--- src/counter_array_pkg.sv ---
// constants, register map and carrier types of the counter array configuration block
package counter_array_pkg;
    // number of modules the register map provides addresses for
    localparam int MAX_MODULES = 3;
    // module that turns into the watchdog while the watchdog is enabled
    localparam int WATCHDOG_MODULE = 2;

    // register byte addresses in the special-function space
    localparam logic [7:0] MODE_ADDR     [MAX_MODULES] = '{8'hda, 8'hdb, 8'hdc};
    localparam logic [7:0] CMP_LOW_ADDR  [MAX_MODULES] = '{8'hfb, 8'he9, 8'heb};
    localparam logic [7:0] CMP_HIGH_ADDR [MAX_MODULES] = '{8'hfc, 8'hea, 8'hec};
    localparam logic [7:0] PWM_CFG_ADDR  = 8'hf7;
    localparam logic [7:0] FLAG_ADDR     = 8'hd8;

    // reset values
    localparam logic [7:0]  MODE_RESET    = 8'h00;
    localparam logic [7:0]  PWM_CFG_RESET = 8'h00;
    localparam logic [15:0] CMP_RESET     = 16'h0000;

    // cycle length select codes
    localparam logic [1:0] LEN_8  = 2'h0;
    localparam logic [1:0] LEN_9  = 2'h1;
    localparam logic [1:0] LEN_10 = 2'h2;
    localparam logic [1:0] LEN_11 = 2'h3;

    // counter masks for each cycle length
    localparam logic [15:0] MASK_8  = 16'h00ff;
    localparam logic [15:0] MASK_9  = 16'h01ff;
    localparam logic [15:0] MASK_10 = 16'h03ff;
    localparam logic [15:0] MASK_11 = 16'h07ff;
    localparam logic [15:0] MASK_16 = 16'hffff;

    // per-module mode register layout, msb first
    typedef struct packed {
        logic wideSel;   // 16-bit pwm instead of 8 to 11-bit
        logic compEn;    // comparator enable
        logic riseCap;   // capture on rising pin edge
        logic fallCap;   // capture on falling pin edge
        logic matchEn;   // match sets the event flag
        logic toggleEn;  // match toggles the pin
        logic pwmEn;     // pwm waveform on the pin
        logic irqEn;     // event flag requests the interrupt
    } mode_t;

    // pwm cycle configuration layout, msb first
    typedef struct packed {
        logic       bankSel;    // 1: compare addresses reach the reload bank
        logic       wrapIrqEn;  // cycle wrap interrupt enable
        logic       wrapFlag;   // sticky cycle wrap flag
        logic [2:0] unused;     // always zero
        logic [1:0] lengthSel;  // cycle length select
    } pwm_cfg_t;

    // register port request from the cpu side
    typedef struct packed {
        logic [7:0] addr;
        logic [7:0] wdata;
        logic       wr;
        logic       rd;
    } reg_req_t;
endpackage

--- src/counter_array_pwm_config.sv ---
// capture, compare and pwm mode logic of a three-module counter array
module counter_array_pwm_config
    import counter_array_pkg::*;
#(
    parameter int NUM_MODULES = 3  // modules implemented
) (
    input  wire logic                   mclk,
    input  wire logic                   rst_b,
    input  wire reg_req_t               regReq,
    output logic [7:0]                  regRdata,
    input  wire logic [15:0]            mainCounter,
    input  wire logic                   counterOverflowFlag,
    input  wire logic                   counterOverflowIrqEnable,
    input  wire logic                   watchdogEnable,
    input  wire logic [NUM_MODULES-1:0] modulePinIn,
    output logic [NUM_MODULES-1:0]      modulePinOut,
    output logic [NUM_MODULES-1:0]      modulePinOe_b,
    output logic                        irqRequest
);

    // the address map only holds three modules
    if (NUM_MODULES < 1 || NUM_MODULES > MAX_MODULES) begin : g_badCount
        $error("NUM_MODULES must lie between 1 and 3");
    end

    // register state
    mode_t                    mode      [NUM_MODULES];  // module mode registers
    mode_t                    next_mode [NUM_MODULES];
    logic [15:0]              cmp       [NUM_MODULES];  // capture/compare registers
    logic [15:0]              next_cmp  [NUM_MODULES];
    logic [15:0]              reload      [NUM_MODULES];  // auto-reload registers
    logic [15:0]              next_reload [NUM_MODULES];
    logic [NUM_MODULES-1:0]   eventFlag;                 // sticky module event flags
    logic [NUM_MODULES-1:0]   next_eventFlag;
    pwm_cfg_t                 cfg;                       // pwm cycle configuration
    pwm_cfg_t                 next_cfg;
    logic [NUM_MODULES-1:0]   next_pinOut;
    logic [NUM_MODULES-1:0]   next_pinOe_b;
    logic [7:0]               next_rdata;

    // pin synchronisers and filtered levels
    logic [NUM_MODULES-1:0]   syncA;      // first stage, read only by syncB
    logic [NUM_MODULES-1:0]   syncB;
    logic [NUM_MODULES-1:0]   syncC;
    logic [NUM_MODULES-1:0]   pinLevel;   // level accepted once syncB and syncC agree
    logic [NUM_MODULES-1:0]   next_pinLevel;
    logic [NUM_MODULES-1:0]   pinRise;
    logic [NUM_MODULES-1:0]   pinFall;

    // counter history, used to turn equality into a one-shot event
    logic [15:0]              prevCounter;
    logic                     counterMoved;
    logic [15:0]              cycleMask;
    logic                     wrapEvent;

    // per-module combinational events
    logic [NUM_MODULES-1:0]   matchHit;   // full 16-bit equality, once per count
    logic [NUM_MODULES-1:0]   lowHit;     // low-byte equality for frequency output
    logic [NUM_MODULES-1:0]   captureHit;
    logic [NUM_MODULES-1:0]   active;     // module not taken over by the watchdog
    logic [NUM_MODULES-1:0]   pwmLevel;
    logic [NUM_MODULES-1:0]   flagIrq;

    // pin filter: a change counts only when the last two stages agree
    always_comb begin
        next_pinLevel = pinLevel;
        for (int i = 0; i < NUM_MODULES; i++) begin
            if (syncB[i] == syncC[i]) begin
                next_pinLevel[i] = syncC[i];
            end
        end
    end

    always_ff @(posedge mclk or negedge rst_b) begin
        if (!rst_b) begin
            // released pins idle at their pull-up level; starting low would fake a
            // rising edge a few cycles after reset
            syncA       <= '1;
            syncB       <= '1;
            syncC       <= '1;
            pinLevel    <= '1;
            prevCounter <= 16'h0000;
        end else begin
            syncA       <= modulePinIn;
            syncB       <= syncA;
            syncC       <= syncB;
            pinLevel    <= next_pinLevel;
            prevCounter <= mainCounter;
        end
    end

    // cycle length mask; code 11 completes the field with 11 bits
    always_comb begin
        unique case (cfg.lengthSel)
            LEN_8:   cycleMask = MASK_8;
            LEN_9:   cycleMask = MASK_9;
            LEN_10:  cycleMask = MASK_10;
            LEN_11:  cycleMask = MASK_11;
            default: cycleMask = MASK_8;
        endcase
    end

    // a counter that stands still must not repeat a match every cycle
    assign counterMoved = (mainCounter != prevCounter);
    // wrap: the masked bits went from all ones to all zeros
    assign wrapEvent = counterMoved && ((prevCounter & cycleMask) == cycleMask)
                       && ((mainCounter & cycleMask) == 16'h0000);

    // per-module event detection
    for (genvar g = 0; g < NUM_MODULES; g++) begin : g_module
        assign active[g]     = !((g == WATCHDOG_MODULE) && watchdogEnable);
        assign pinRise[g]    = next_pinLevel[g] && !pinLevel[g];
        assign pinFall[g]    = !next_pinLevel[g] && pinLevel[g];
        assign captureHit[g] = active[g] && ((mode[g].riseCap && pinRise[g])
                               || (mode[g].fallCap && pinFall[g]));
        assign matchHit[g]   = active[g] && mode[g].compEn && counterMoved
                               && (mainCounter == cmp[g]);
        assign lowHit[g]     = active[g] && mode[g].compEn
                               && (mainCounter[7:0] != prevCounter[7:0])
                               && (mainCounter[7:0] == cmp[g][7:0]);
        // 16-bit pwm compares the full counter and ignores the length field
        assign pwmLevel[g]   = mode[g].wideSel ? (mainCounter >= cmp[g])
                               : ((mainCounter & cycleMask) >= (cmp[g] & cycleMask));
        assign flagIrq[g]    = mode[g].irqEn && eventFlag[g];
    end

    // register next values: bus writes first, hardware events after so sets win
    always_comb begin
        next_cfg       = cfg;
        next_eventFlag = eventFlag;
        next_pinOut    = modulePinOut;
        next_pinOe_b   = modulePinOe_b;
        for (int i = 0; i < NUM_MODULES; i++) begin
            next_mode[i]   = mode[i];
            next_cmp[i]    = cmp[i];
            next_reload[i] = reload[i];
        end

        // configuration register; the unused field is never stored
        if (regReq.wr && regReq.addr == PWM_CFG_ADDR) begin
            next_cfg        = pwm_cfg_t'(regReq.wdata);
            next_cfg.unused = 3'h0;
        end
        // software may set or clear the wrap flag, hardware only sets it
        if (wrapEvent) begin
            next_cfg.wrapFlag = 1'b1;
        end

        for (int i = 0; i < NUM_MODULES; i++) begin
            // mode register, frozen for the watchdog module while it guards
            if (regReq.wr && regReq.addr == MODE_ADDR[i] && active[i]) begin
                next_mode[i] = mode_t'(regReq.wdata);
            end
            // compare low byte: bank select picks compare or reload storage
            if (regReq.wr && regReq.addr == CMP_LOW_ADDR[i]) begin
                if (cfg.bankSel) begin
                    next_reload[i][7:0] = regReq.wdata;
                end else begin
                    next_cmp[i][7:0] = regReq.wdata;
                end
                if (active[i]) begin
                    next_mode[i].compEn = 1'b0;
                end
            end
            // compare high byte
            if (regReq.wr && regReq.addr == CMP_HIGH_ADDR[i]) begin
                if (cfg.bankSel) begin
                    next_reload[i][15:8] = regReq.wdata;
                end else begin
                    next_cmp[i][15:8] = regReq.wdata;
                end
                if (active[i]) begin
                    next_mode[i].compEn = 1'b1;
                end
            end
            // event flags clear only by a software zero
            if (regReq.wr && regReq.addr == FLAG_ADDR && !regReq.wdata[i]) begin
                next_eventFlag[i] = 1'b0;
            end

            // reload at each cycle wrap in 9 to 11-bit pwm only
            if (active[i] && mode[i].pwmEn && !mode[i].toggleEn && !mode[i].wideSel
                && cfg.lengthSel != LEN_8 && wrapEvent) begin
                next_cmp[i] = reload[i];
            end
            // a capture overrides a software write to the compare register or flags in the same cycle
            if (captureHit[i]) begin
                next_cmp[i]       = mainCounter;
                next_eventFlag[i] = 1'b1;
            end
            if (mode[i].matchEn && matchHit[i]) begin
                next_eventFlag[i] = 1'b1;
            end

            // pin output
            if (!active[i]) begin
                next_pinOe_b[i] = 1'b1;
                next_pinOut[i]  = 1'b0;
            end else if (mode[i].toggleEn && mode[i].pwmEn) begin
                next_pinOe_b[i] = 1'b0;
                if (lowHit[i]) begin
                    next_pinOut[i] = !modulePinOut[i];
                end
            end else if (mode[i].pwmEn) begin
                next_pinOe_b[i] = 1'b0;
                next_pinOut[i]  = pwmLevel[i];
            end else if (mode[i].toggleEn) begin
                next_pinOe_b[i] = 1'b0;
                if (matchHit[i]) begin
                    next_pinOut[i] = !modulePinOut[i];
                end
            end else begin
                // pin released so it can serve as a capture input
                next_pinOe_b[i] = 1'b1;
            end
        end
    end

    always_ff @(posedge mclk or negedge rst_b) begin
        if (!rst_b) begin
            cfg           <= pwm_cfg_t'(PWM_CFG_RESET);
            eventFlag     <= '0;
            modulePinOut  <= '0;
            modulePinOe_b <= '1;
            for (int i = 0; i < NUM_MODULES; i++) begin
                mode[i]   <= mode_t'(MODE_RESET);
                cmp[i]    <= CMP_RESET;
                reload[i] <= CMP_RESET;
            end
        end else begin
            cfg           <= next_cfg;
            eventFlag     <= next_eventFlag;
            modulePinOut  <= next_pinOut;
            modulePinOe_b <= next_pinOe_b;
            for (int i = 0; i < NUM_MODULES; i++) begin
                mode[i]   <= next_mode[i];
                cmp[i]    <= next_cmp[i];
                reload[i] <= next_reload[i];
            end
        end
    end

    // read data, registered so it stands in the cycle after the strobe
    always_comb begin
        next_rdata = 8'h00;
        if (regReq.rd) begin
            if (regReq.addr == PWM_CFG_ADDR) begin
                next_rdata = {cfg.bankSel, cfg.wrapIrqEn, cfg.wrapFlag, 3'h0,
                              cfg.lengthSel};
            end
            if (regReq.addr == FLAG_ADDR) begin
                next_rdata[NUM_MODULES-1:0] = eventFlag;
            end
            for (int i = 0; i < NUM_MODULES; i++) begin
                if (regReq.addr == MODE_ADDR[i]) begin
                    next_rdata = mode[i];
                end
                if (regReq.addr == CMP_LOW_ADDR[i]) begin
                    next_rdata = cfg.bankSel ? reload[i][7:0] : cmp[i][7:0];
                end
                if (regReq.addr == CMP_HIGH_ADDR[i]) begin
                    next_rdata = cfg.bankSel ? reload[i][15:8] : cmp[i][15:8];
                end
            end
        end
    end

    always_ff @(posedge mclk or negedge rst_b) begin
        if (!rst_b) begin
            regRdata <= 8'h00;
        end else begin
            regRdata <= next_rdata;
        end
    end

    // interrupt request from all enabled sources
    assign irqRequest = (cfg.wrapIrqEn && cfg.wrapFlag)
                        || (counterOverflowIrqEnable && counterOverflowFlag)
                        || (|flagIrq);
endmodule // counter_array_pwm_config

--- config.mk ---
export PLATFORM = sky130hd
export DESIGN_NAME = counter_array_pwm_config
export DESIGN_NICKNAME = d
export VERILOG_FILES = /design/src/counter_array_pkg.sv /design/src/counter_array_pwm_config.sv
export SDC_FILE = /design/constraint.sdc
export NUM_CORES = 1
export LEC_CHECK = 0
export ABC_AREA = 1
export BUFFER_PORTS_ARGS = -buffer_cell sky130_fd_sc_hd__buf_2
export CAP_MARGIN = 25
export CELL_PAD_IN_SITES_DETAIL_PLACEMENT = 0
export CELL_PAD_IN_SITES_GLOBAL_PLACEMENT = 1
export CORE_MARGIN = 2
export CORE_UTILIZATION = 41
export CTS_CLUSTER_DIAMETER = 80
export CTS_CLUSTER_SIZE = 25
export DETAILED_ROUTE_END_ITERATION = 12
export GPL_TIMING_DRIVEN = 0
export PLACE_DENSITY = 0.81
export SLEW_MARGIN = 15
export SYNTH_ARGS = -nofsm -noshare
export SYNTH_HDL_FRONTEND = slang
export SYNTH_SLANG_ARGS = --single-unit
--- constraint.sdc ---
create_clock -name mclk -period 1.9 [get_ports mclk]
set_input_delay 0.38 -clock mclk [delete_from_list [all_inputs] [get_ports mclk]]
set_output_delay 0.38 -clock mclk [all_outputs]
set_load 0.05 [all_outputs]
==> results of run 1 <==
cells by family after synthesis:
kind of cell / share of synthesized area
DFF: 0.404
buffers and inverters: 0.0779
and+or+nand+nor: 0.335
muxes: 0.000947
AOI/OAI and AO/OA: 0.113
adders and majority gates: 0.0674
xor gates and xnor gates: 0.00166
registers in the layout, indices dropped and copies added (netlist names), 5 cells and up:
register,count
cmp,48
cfg,5
mode,24
prevCounter,16
regRdata,8
reload,48
power breakdown:
| part | switching [W] | internal [W] |
|---|---|---|
| sequential | 0.000254 | 0.00392 |
| combinational | 0.00144 | 0.000820 |
| clock | 0.00171 | 0.00187 |
cells in the mapped netlist, types with 2 or more instances:
library cell	instances	area (sq um)
o21ai_1	5	25.0
nand4_1	51	319
nor3_4	2	32.5
nand2_2	4	25.0
inv_2	13	48.8
nand3_1	87	435
ha_1	57	713
nand4_4	2	42.5
nor3_1	15	75.1
clkbuf_1	28	105
o21a_1	2	15.0
dfrtp_1	155	3880
buf_1	7	26.3
dfstp_2	15	394
o211ai_1	18	135
a21o_1	2	15.0
o21ai_0	127	636
nand3_2	4	40.0
xnor2_1	2	17.5
nor2_2	10	62.6
nand2_1	470	1760
a21oi_1	48	240
nand3b_1	3	22.5
o22ai_1	2	12.5
inv_1	142	533
nor4_2	2	25.0
buf_6	9	101
nor4_4	2	42.5
a211oi_1	7	52.6
nor2_1	161	604
or2_2	3	18.8
what timing repair did:
item | CTS | global route
buffers inserted | 29 | 34
setup endpoints to repair | 87 | 101
gates resized for setup | 118 | 125
gates cloned | 4 | 4
hold buffers | 1 | 0
endpoints found under the hold margin | 7 | 0
pin swaps | 31 | 57
area by class of cell:
class / instances / share of cell area
clock inverter: 15 / 0.0117
inverter: 156 / 0.0474
multi-input combinational: 1100 / 0.459
timing repair inverter: 1 / 0.000376
buffer: 44 / 0.0267
timing repair buffer: 125 / 0.0707
sequential: 170 / 0.321
tap: 330 / 0.0310
clock buffer: 17 / 0.0319
per-layer routing:
| metal | share of wire | up-vias |
|---|---|---|
| met2 | 0.45 | 527 |
| met5 | 0 | - |
| li1 | - | 5123 |
| met1 | 0.41 | 5194 |
| met4 | 0.051 | 0 |
| met3 | 0.083 | 123 |
through the flow:
step	hold slack (ps)	TNS [ps]	power (W)
floorplan	84.4	0	0.00527
global placement	347	-435590	0.00596
detailed placement	347	-55280	0.00601
CTS	21.0	-3270	0.00967
global route	13.4	-6120	0.0104
finish	23.8	-2630	0.0100
worst min path at each step:
| stage | startpoint | endpoint | slack [ps] | cells after the start |
|---|---|---|---|---|
| after floorplan | rst_b | cfg[0]$_DFFE_PN0P_ | 80 | 0 |
| after global placement | syncA[0]$_DFF_PN1_ | syncB[0]$_DFF_PN1_ | 350 | 0 |
| after detailed placement | syncA[1]$_DFF_PN1_ | syncB[1]$_DFF_PN1_ | 350 | 0 |
| after CTS | modulePinIn[2] | syncA[2]$_DFF_PN1_ | 20 | 1 |
| after global routing | modulePinIn[2] | syncA[2]$_DFF_PN1_ | 10 | 1 |
| final | modulePinIn[2] | syncA[2]$_DFF_PN1_ | 20 | 1 |
==> results.txt, run 1 <==
Depth of the worst register-to-register path = 10
Leading cell types in the layout, fill and taps excluded = 431 x nand2_1, 150 x dfrtp_1, 142 x nor2_1, 125 x inv_1, 120 x o21ai_0
Initial core utilization = 0.419
Clock Root Buffer = clkbuf_16
Vias = 11,000
GRT busiest layer = met2
Antenna violations before repair = 0
Sequential standard cell area = 4280 sq um
Post-layout min period = 2020 ps
Setup slack after layout = -120 ps
Cells along the critical path = nand2_4 > nor2_4 > nor4_4 > buf_6 > and2_4 > buf_6 > nand4_1 > nand3_2 > nand2_1 > nand2_1
Met3 layer usage reported by global route = 0.0432
Post-Syn Nets = 1,568
Routed Wire Length = 42,300 um
Lkg Pwr = 6.52 nW
Number of register bits inferred by synthesis = 170
Routed wire per std cell = 21.6 um
Skew final = 13.6 ps
Normalized max-slew margin = 0.413
Netlist Area Pre-Place = 10,600 sq um
Number of fillers in the final layout = 2,455
Setup Crit Path Kind = reg2reg
Std cell rows = 58
Largest voltage drop on the vdd net = 0.573 mV
Number of cells produced by synthesis = 1,469
Htree depth = 4
Sort of element at the end of the critical path = flip-flop
Detailed Route Iter0 Violations = 1,255
Met2 Track Usage GR = 0.500
Global-route track usage on met1 = 0.419
Port Buffers = 56
Area taken by multi-input logic gates = 6110 sq um
CP peak stage delay = 500 ps
Number of flops mapped to enable cells by yosys = 0
Launch point of the critical path = cfg[0]$_DFFE_PN0P_
Vias in the first global route = 9,960
Count of unique library cells instantiated by Yosys = 45
Dominant register cell in the synthesized netlist = dfrtp_1
Yosys warns = 0
Diodes inserted = 0
Slowest library cell on the worst path = dfrtp_2
Routability-driven placement congestion ratio = 1.01
Overall die area = 27,100 sq um
Die extent in x = 165 um
Core footprint = 25,300 sq um
Largest net degree at the start of global routing = 102
Number of clock sinks = 170
DRC violations left = 0
Result of the run = finished with violations
Dpl cell area = 11,300 sq um
Portion of the clock cycle consumed by the worst path in the final layout = 1.06
Number of buffers created by CTS = 17
Buf+Inv Stages, Crit Path = 2
Number of maximum-capacitance violations = 0
Clock slew seen by the registers of the worst setup and hold paths = 80 ps
Nature of the critical path startpoint = flip-flop
CP max FO = 8
Post-layout instance count excluding filler cells = 1,958
Delay-heaviest family, CP = simple AND/OR/NAND/NOR gates
Mean Syn Cell Area = 7.20 sq um
Later-pin clock latency in the skew report = 440 ps
Highest attainable clock frequency = 495 MHz
Placed wire-length estimate = 30,700 um
Area Growth Syn to Fin = 26.0%
Share of synthesized area occupied by flip-flops and latches = 0.404
Worst Path Required = 2280 ps
Path type of the worst min-delay path = in2reg
Share of cells above drive strength 1 = 0.233
Detail-routed via count per cell = 5.60
Placed cell count = 1,857
Power per cell area = 751 nW/um^2
Global-route usage over all layers = 0.312
Slew at the pin with the worst max-slew slack = 881 ps
Reg-to-Reg Start = cfg[0]$_DFFE_PN0P_
Share of synthesized registers carrying an async set or reset = 1.00
Setup violation total in the final timing report = 44
Setup slack of the worst register-to-register path = -120 ps
Pre-antenna DRT Iters = 9
Number of nets in the layout = 1,714
Max-slew violation count = 0
Timing endpoint of the critical path = cmp[46]$_DFFE_PN0P_
Data arrival time at the worst-slack endpoint = 2400 ps
GR Overflow Total = 0
Post-route cell area = 13,300 sq um
Failing checks = negative setup slack
Setup repair after global routing missed its margin = true
Vert. Die Dim = 165 um
IO Count = 57
Post-Route Utilization = 0.527
Worst R2R End = cmp[46]$_DFFE_PN0P_
Residual antenna-violating net count after detailed routing = 0
Wire length of the first global-routing pass = 61,100 um
Worst setup timing slack at the placement stage = -916 ps
Maximum buffer depth of the clock tree = 2
Number of stages on the worst setup path = 10
Fin. Hold Viols = 0
TritonCTS clock tree = yes
Most common library cell in the layout ignoring fill and taps = nand2_1
Note: power is estimated with default switching activity, not from simulation.
==> inputs of run 2 (changes only) <==
- SETUP_SLACK_MARGIN: unset -> 0.1
- TNS_END_PERCENT: unset -> 5
==> results.txt, run 2 (synthesis gave the netlist of run 1 again) <==
TritonCTS clock tree = yes (unchanged)
Std cell rows = 58 (unchanged)
Delay-heaviest family, CP = buffers and inverters (was simple AND/OR/NAND/NOR gates)
Initial core utilization = 0.419 (unchanged)
Nature of the critical path startpoint = flip-flop (unchanged)
Post-layout instance count excluding filler cells = 1,917 (was 1,958)
Antenna violations before repair = 0 (unchanged)
Area Growth Syn to Fin = 20.1% (was 26.0%)
Post-route cell area = 12,700 sq um (was 13,300 sq um)
Number of buffers created by CTS = 17 (unchanged)
CP max FO = 10 (was 8)
Highest attainable clock frequency = 489 MHz (was 495 MHz)
Clock slew seen by the registers of the worst setup and hold paths = 80 ps (about the same)
Reg-to-Reg Start = cfg[0]$_DFFE_PN0P_ (unchanged)
Overall die area = 27,100 sq um (unchanged)
Detail-routed via count per cell = 5.56 (was 5.60)
NetSw = 0.00327 W (was 0.00340 W)
Failing checks = negative setup slack (unchanged)
Hold Path Cell Cnt = 1 (unchanged)
Power consumption = 0.00972 W (was 0.0100 W)
Setup slack after layout = -145 ps (was -120 ps)
Worst setup timing slack at the placement stage = -916 ps (unchanged)
Number of stages on the worst setup path = 10 (unchanged)
Number of maximum-capacitance violations = 0 (unchanged)
Normalized max-slew margin = 0.399 (was 0.413)
Worst Path Required = 2280 ps (about the same)
Share of cells above drive strength 1 = 0.181 (was 0.233)
Portion of the clock cycle consumed by the worst path in the final layout = 1.08 (was 1.06)
CP peak stage delay = 500 ps (about the same)
GR Overflow Total = 0 (unchanged)
Data arrival time at the worst-slack endpoint = 2430 ps (was 2400 ps)
Vert. Die Dim = 165 um (unchanged)
Result of the run = finished with violations (unchanged)
Proportion of total power due to net switching = 0.337 (was 0.340)
Global-route usage over all layers = 0.311 (was 0.312)
Htree depth = 4 (unchanged)
Number of nets in the layout = 1,673 (was 1,714)
Detailed Route Iter0 Violations = 1,239 (was 1,255)
Cell repeated most along the worst path = nand2_1
Leading cell types in the layout, fill and taps excluded = 455 x nand2_1, 152 x dfrtp_1, 145 x nor2_1, 140 x inv_1, 122 x o21ai_0 (was 431 x nand2_1, 150 x dfrtp_1, 142 x nor2_1, 125 x inv_1, 120 x o21ai_0)
Sort of element at the end of the critical path = flip-flop (unchanged)
Residual antenna-violating net count after detailed routing = 0 (unchanged)
Die extent in x = 165 um (unchanged)
Vias in the first global route = 9,823 (was 9,960)
Maximum buffer depth of the clock tree = 2 (unchanged)
Slew at the pin with the worst max-slew slack = 901 ps (was 881 ps)
Largest voltage drop on the vdd net = 0.572 mV (was 0.573 mV)
Placed wire-length estimate = 30,700 um (unchanged)
Post-Route Utilization = 0.503 (was 0.527)
Regs by FF count = cmp x48, reload x48, mode x24 (unchanged)
Routed Wire Length = 41,100 um (was 42,300 um)
Buf+Inv Stages, Crit Path = 3 (was 2)
Portion of total power attributed to combinational logic = 0.204 (was 0.226)
Max-slew violation count = 0 (unchanged)
Launch point of the critical path = cfg[0]$_DFFE_PN0P_ (unchanged)
Post-layout min period = 2040 ps (was 2020 ps)
Skew final = 13.8 ps (was 13.6 ps)
Clock Root Buffer = clkbuf_16 (unchanged)
Pre-antenna DRT Iters = 5 (was 9)
Port Buffers = 56 (unchanged)
Depth of the worst register-to-register path = 10 (unchanged)
Core footprint = 25,300 sq um (unchanged)
Vias = 10,700 (was 11,000)
Largest net degree at the start of global routing = 102 (unchanged)
Internal Dissipation = 0.00645 W (was 0.00661 W)
Number of clock sinks = 170 (unchanged)
Routability-driven placement congestion ratio = 1.01 (unchanged)
Path type of the worst min-delay path = in2reg (unchanged)
Cells along the critical path = nor2_4 > inv_2 > o21ai_2 > o21ai_1 > inv_4 > buf_1 > nand4_1 > nand3_1 > nand2_1 > nand2_1 (was nand2_4 > nor2_4 > nor4_4 > buf_6 > and2_4 > buf_6 > nand4_1 > nand3_2 > nand2_1 > nand2_1)
Placed cell count = 1,857 (unchanged)
Diodes inserted = 0 (unchanged)
Fin. Hold Viols = 0 (unchanged)
Most common library cell in the layout ignoring fill and taps = nand2_1 (unchanged)
IO Count = 57 (unchanged)
Routed wire per std cell = 21.5 um (was 21.6 um)
Setup violation total in the final timing report = 46 (was 44)
Setup repair after global routing missed its margin = true (unchanged)
Setup Crit Path Kind = reg2reg (unchanged)
Share of power burned in registers = 0.428 (was 0.417)
Wire length of the first global-routing pass = 60,800 um (was 61,100 um)
Dpl cell area = 11,300 sq um (unchanged)
Slowest library cell on the worst path = dfrtp_2 (unchanged)
Power per cell area = 765 nW/um^2 (was 751 nW/um^2)
Clock power frac = 0.367 (was 0.357)
Lkg Pwr = 6.31 nW (was 6.52 nW)
Origin of the worst min-delay path = modulePinIn[2] (unchanged)
DRC violations left = 0 (unchanged)
Later-pin clock latency in the skew report = 450 ps (was 440 ps)
[run 2: cell types whose count changed in the layout (fill, tap and decap cells not counted), moves of 15 or more]
cell | previous run | this run
buf_4 | 56 | 23
nand2_1 | 431 | 455
nand2_2 | 37 | 17
inv_1 | 125 | 140
[run 2: layout make-up]
type,instances,area (sq um)
inverters,156,611
clock inverters,15,156
plain buffers,45,363
flip-flops and latches,170,4280
fillers,2541,12600
well taps,330,413
repair buffers,86,609
clock buffers,17,425
multi-input cells,1098,5850
[run 2: metal layers]
layer / global-route usage / wire, um / vias to the layer above
li1: - / - / 5019
met1: 0.422 / 17500 / 5011
met2: 0.487 / 18300 / 494
met3: 0.0409 / 2970 / 132
met4: 0.161 / 2450 / 0
met5: 0 / 0 / -
[run 2: path summary, 6_finish.rpt]
| path | endpoint | slack, ps |
|---|---|---|
| min | syncA[2]$_DFF_PN1_ | 20 |
| max in group asynchronous | syncC[1]$_DFF_PN1_ | 540 |
| min in group asynchronous | prevCounter[4]$_DFF_PN0_ | 550 |
| max | cmp[17]$_DFFE_PN0P_ | -140 |
| min reg2reg | syncB[2]$_DFF_PN1_ | 360 |
| max reg2reg | cmp[17]$_DFFE_PN0P_ | -140 |
[run 2: metrics by stage]
| stage | hold WS, ps | setup TNS [ps] |
|---|---|---|
| finish | 22.9 | -3590 |
| global route | 13.4 | -8330 |
| CTS | 21.0 | -4380 |
| detailed placement | 347 | -55280 |
| global placement | 347 | -435590 |
| floorplan | 84.4 | 0 |
[run 2: power by group through the flow]
stage | clock network (W) | logic, W | registers [W]
final | 0.00357 | 0.00199 | 0.00416
after floorplan | 0 | 0.00107 | 0.00420
after detailed placement | 0 | 0.00180 | 0.00421
after CTS | 0.00358 | 0.00194 | 0.00415
after global placement | 0 | 0.00175 | 0.00421
after global routing | 0.00376 | 0.00221 | 0.00419
[run 2: repair_timing]
item                                    CTS  global route
cloned                                    5             0
hold endpoints to repair                  7             0
endpoints found under the setup margin   94           121
hold buffers                              1             0
resized for setup                       114            53
pin swaps                                28            25
setup buffers                            17             5
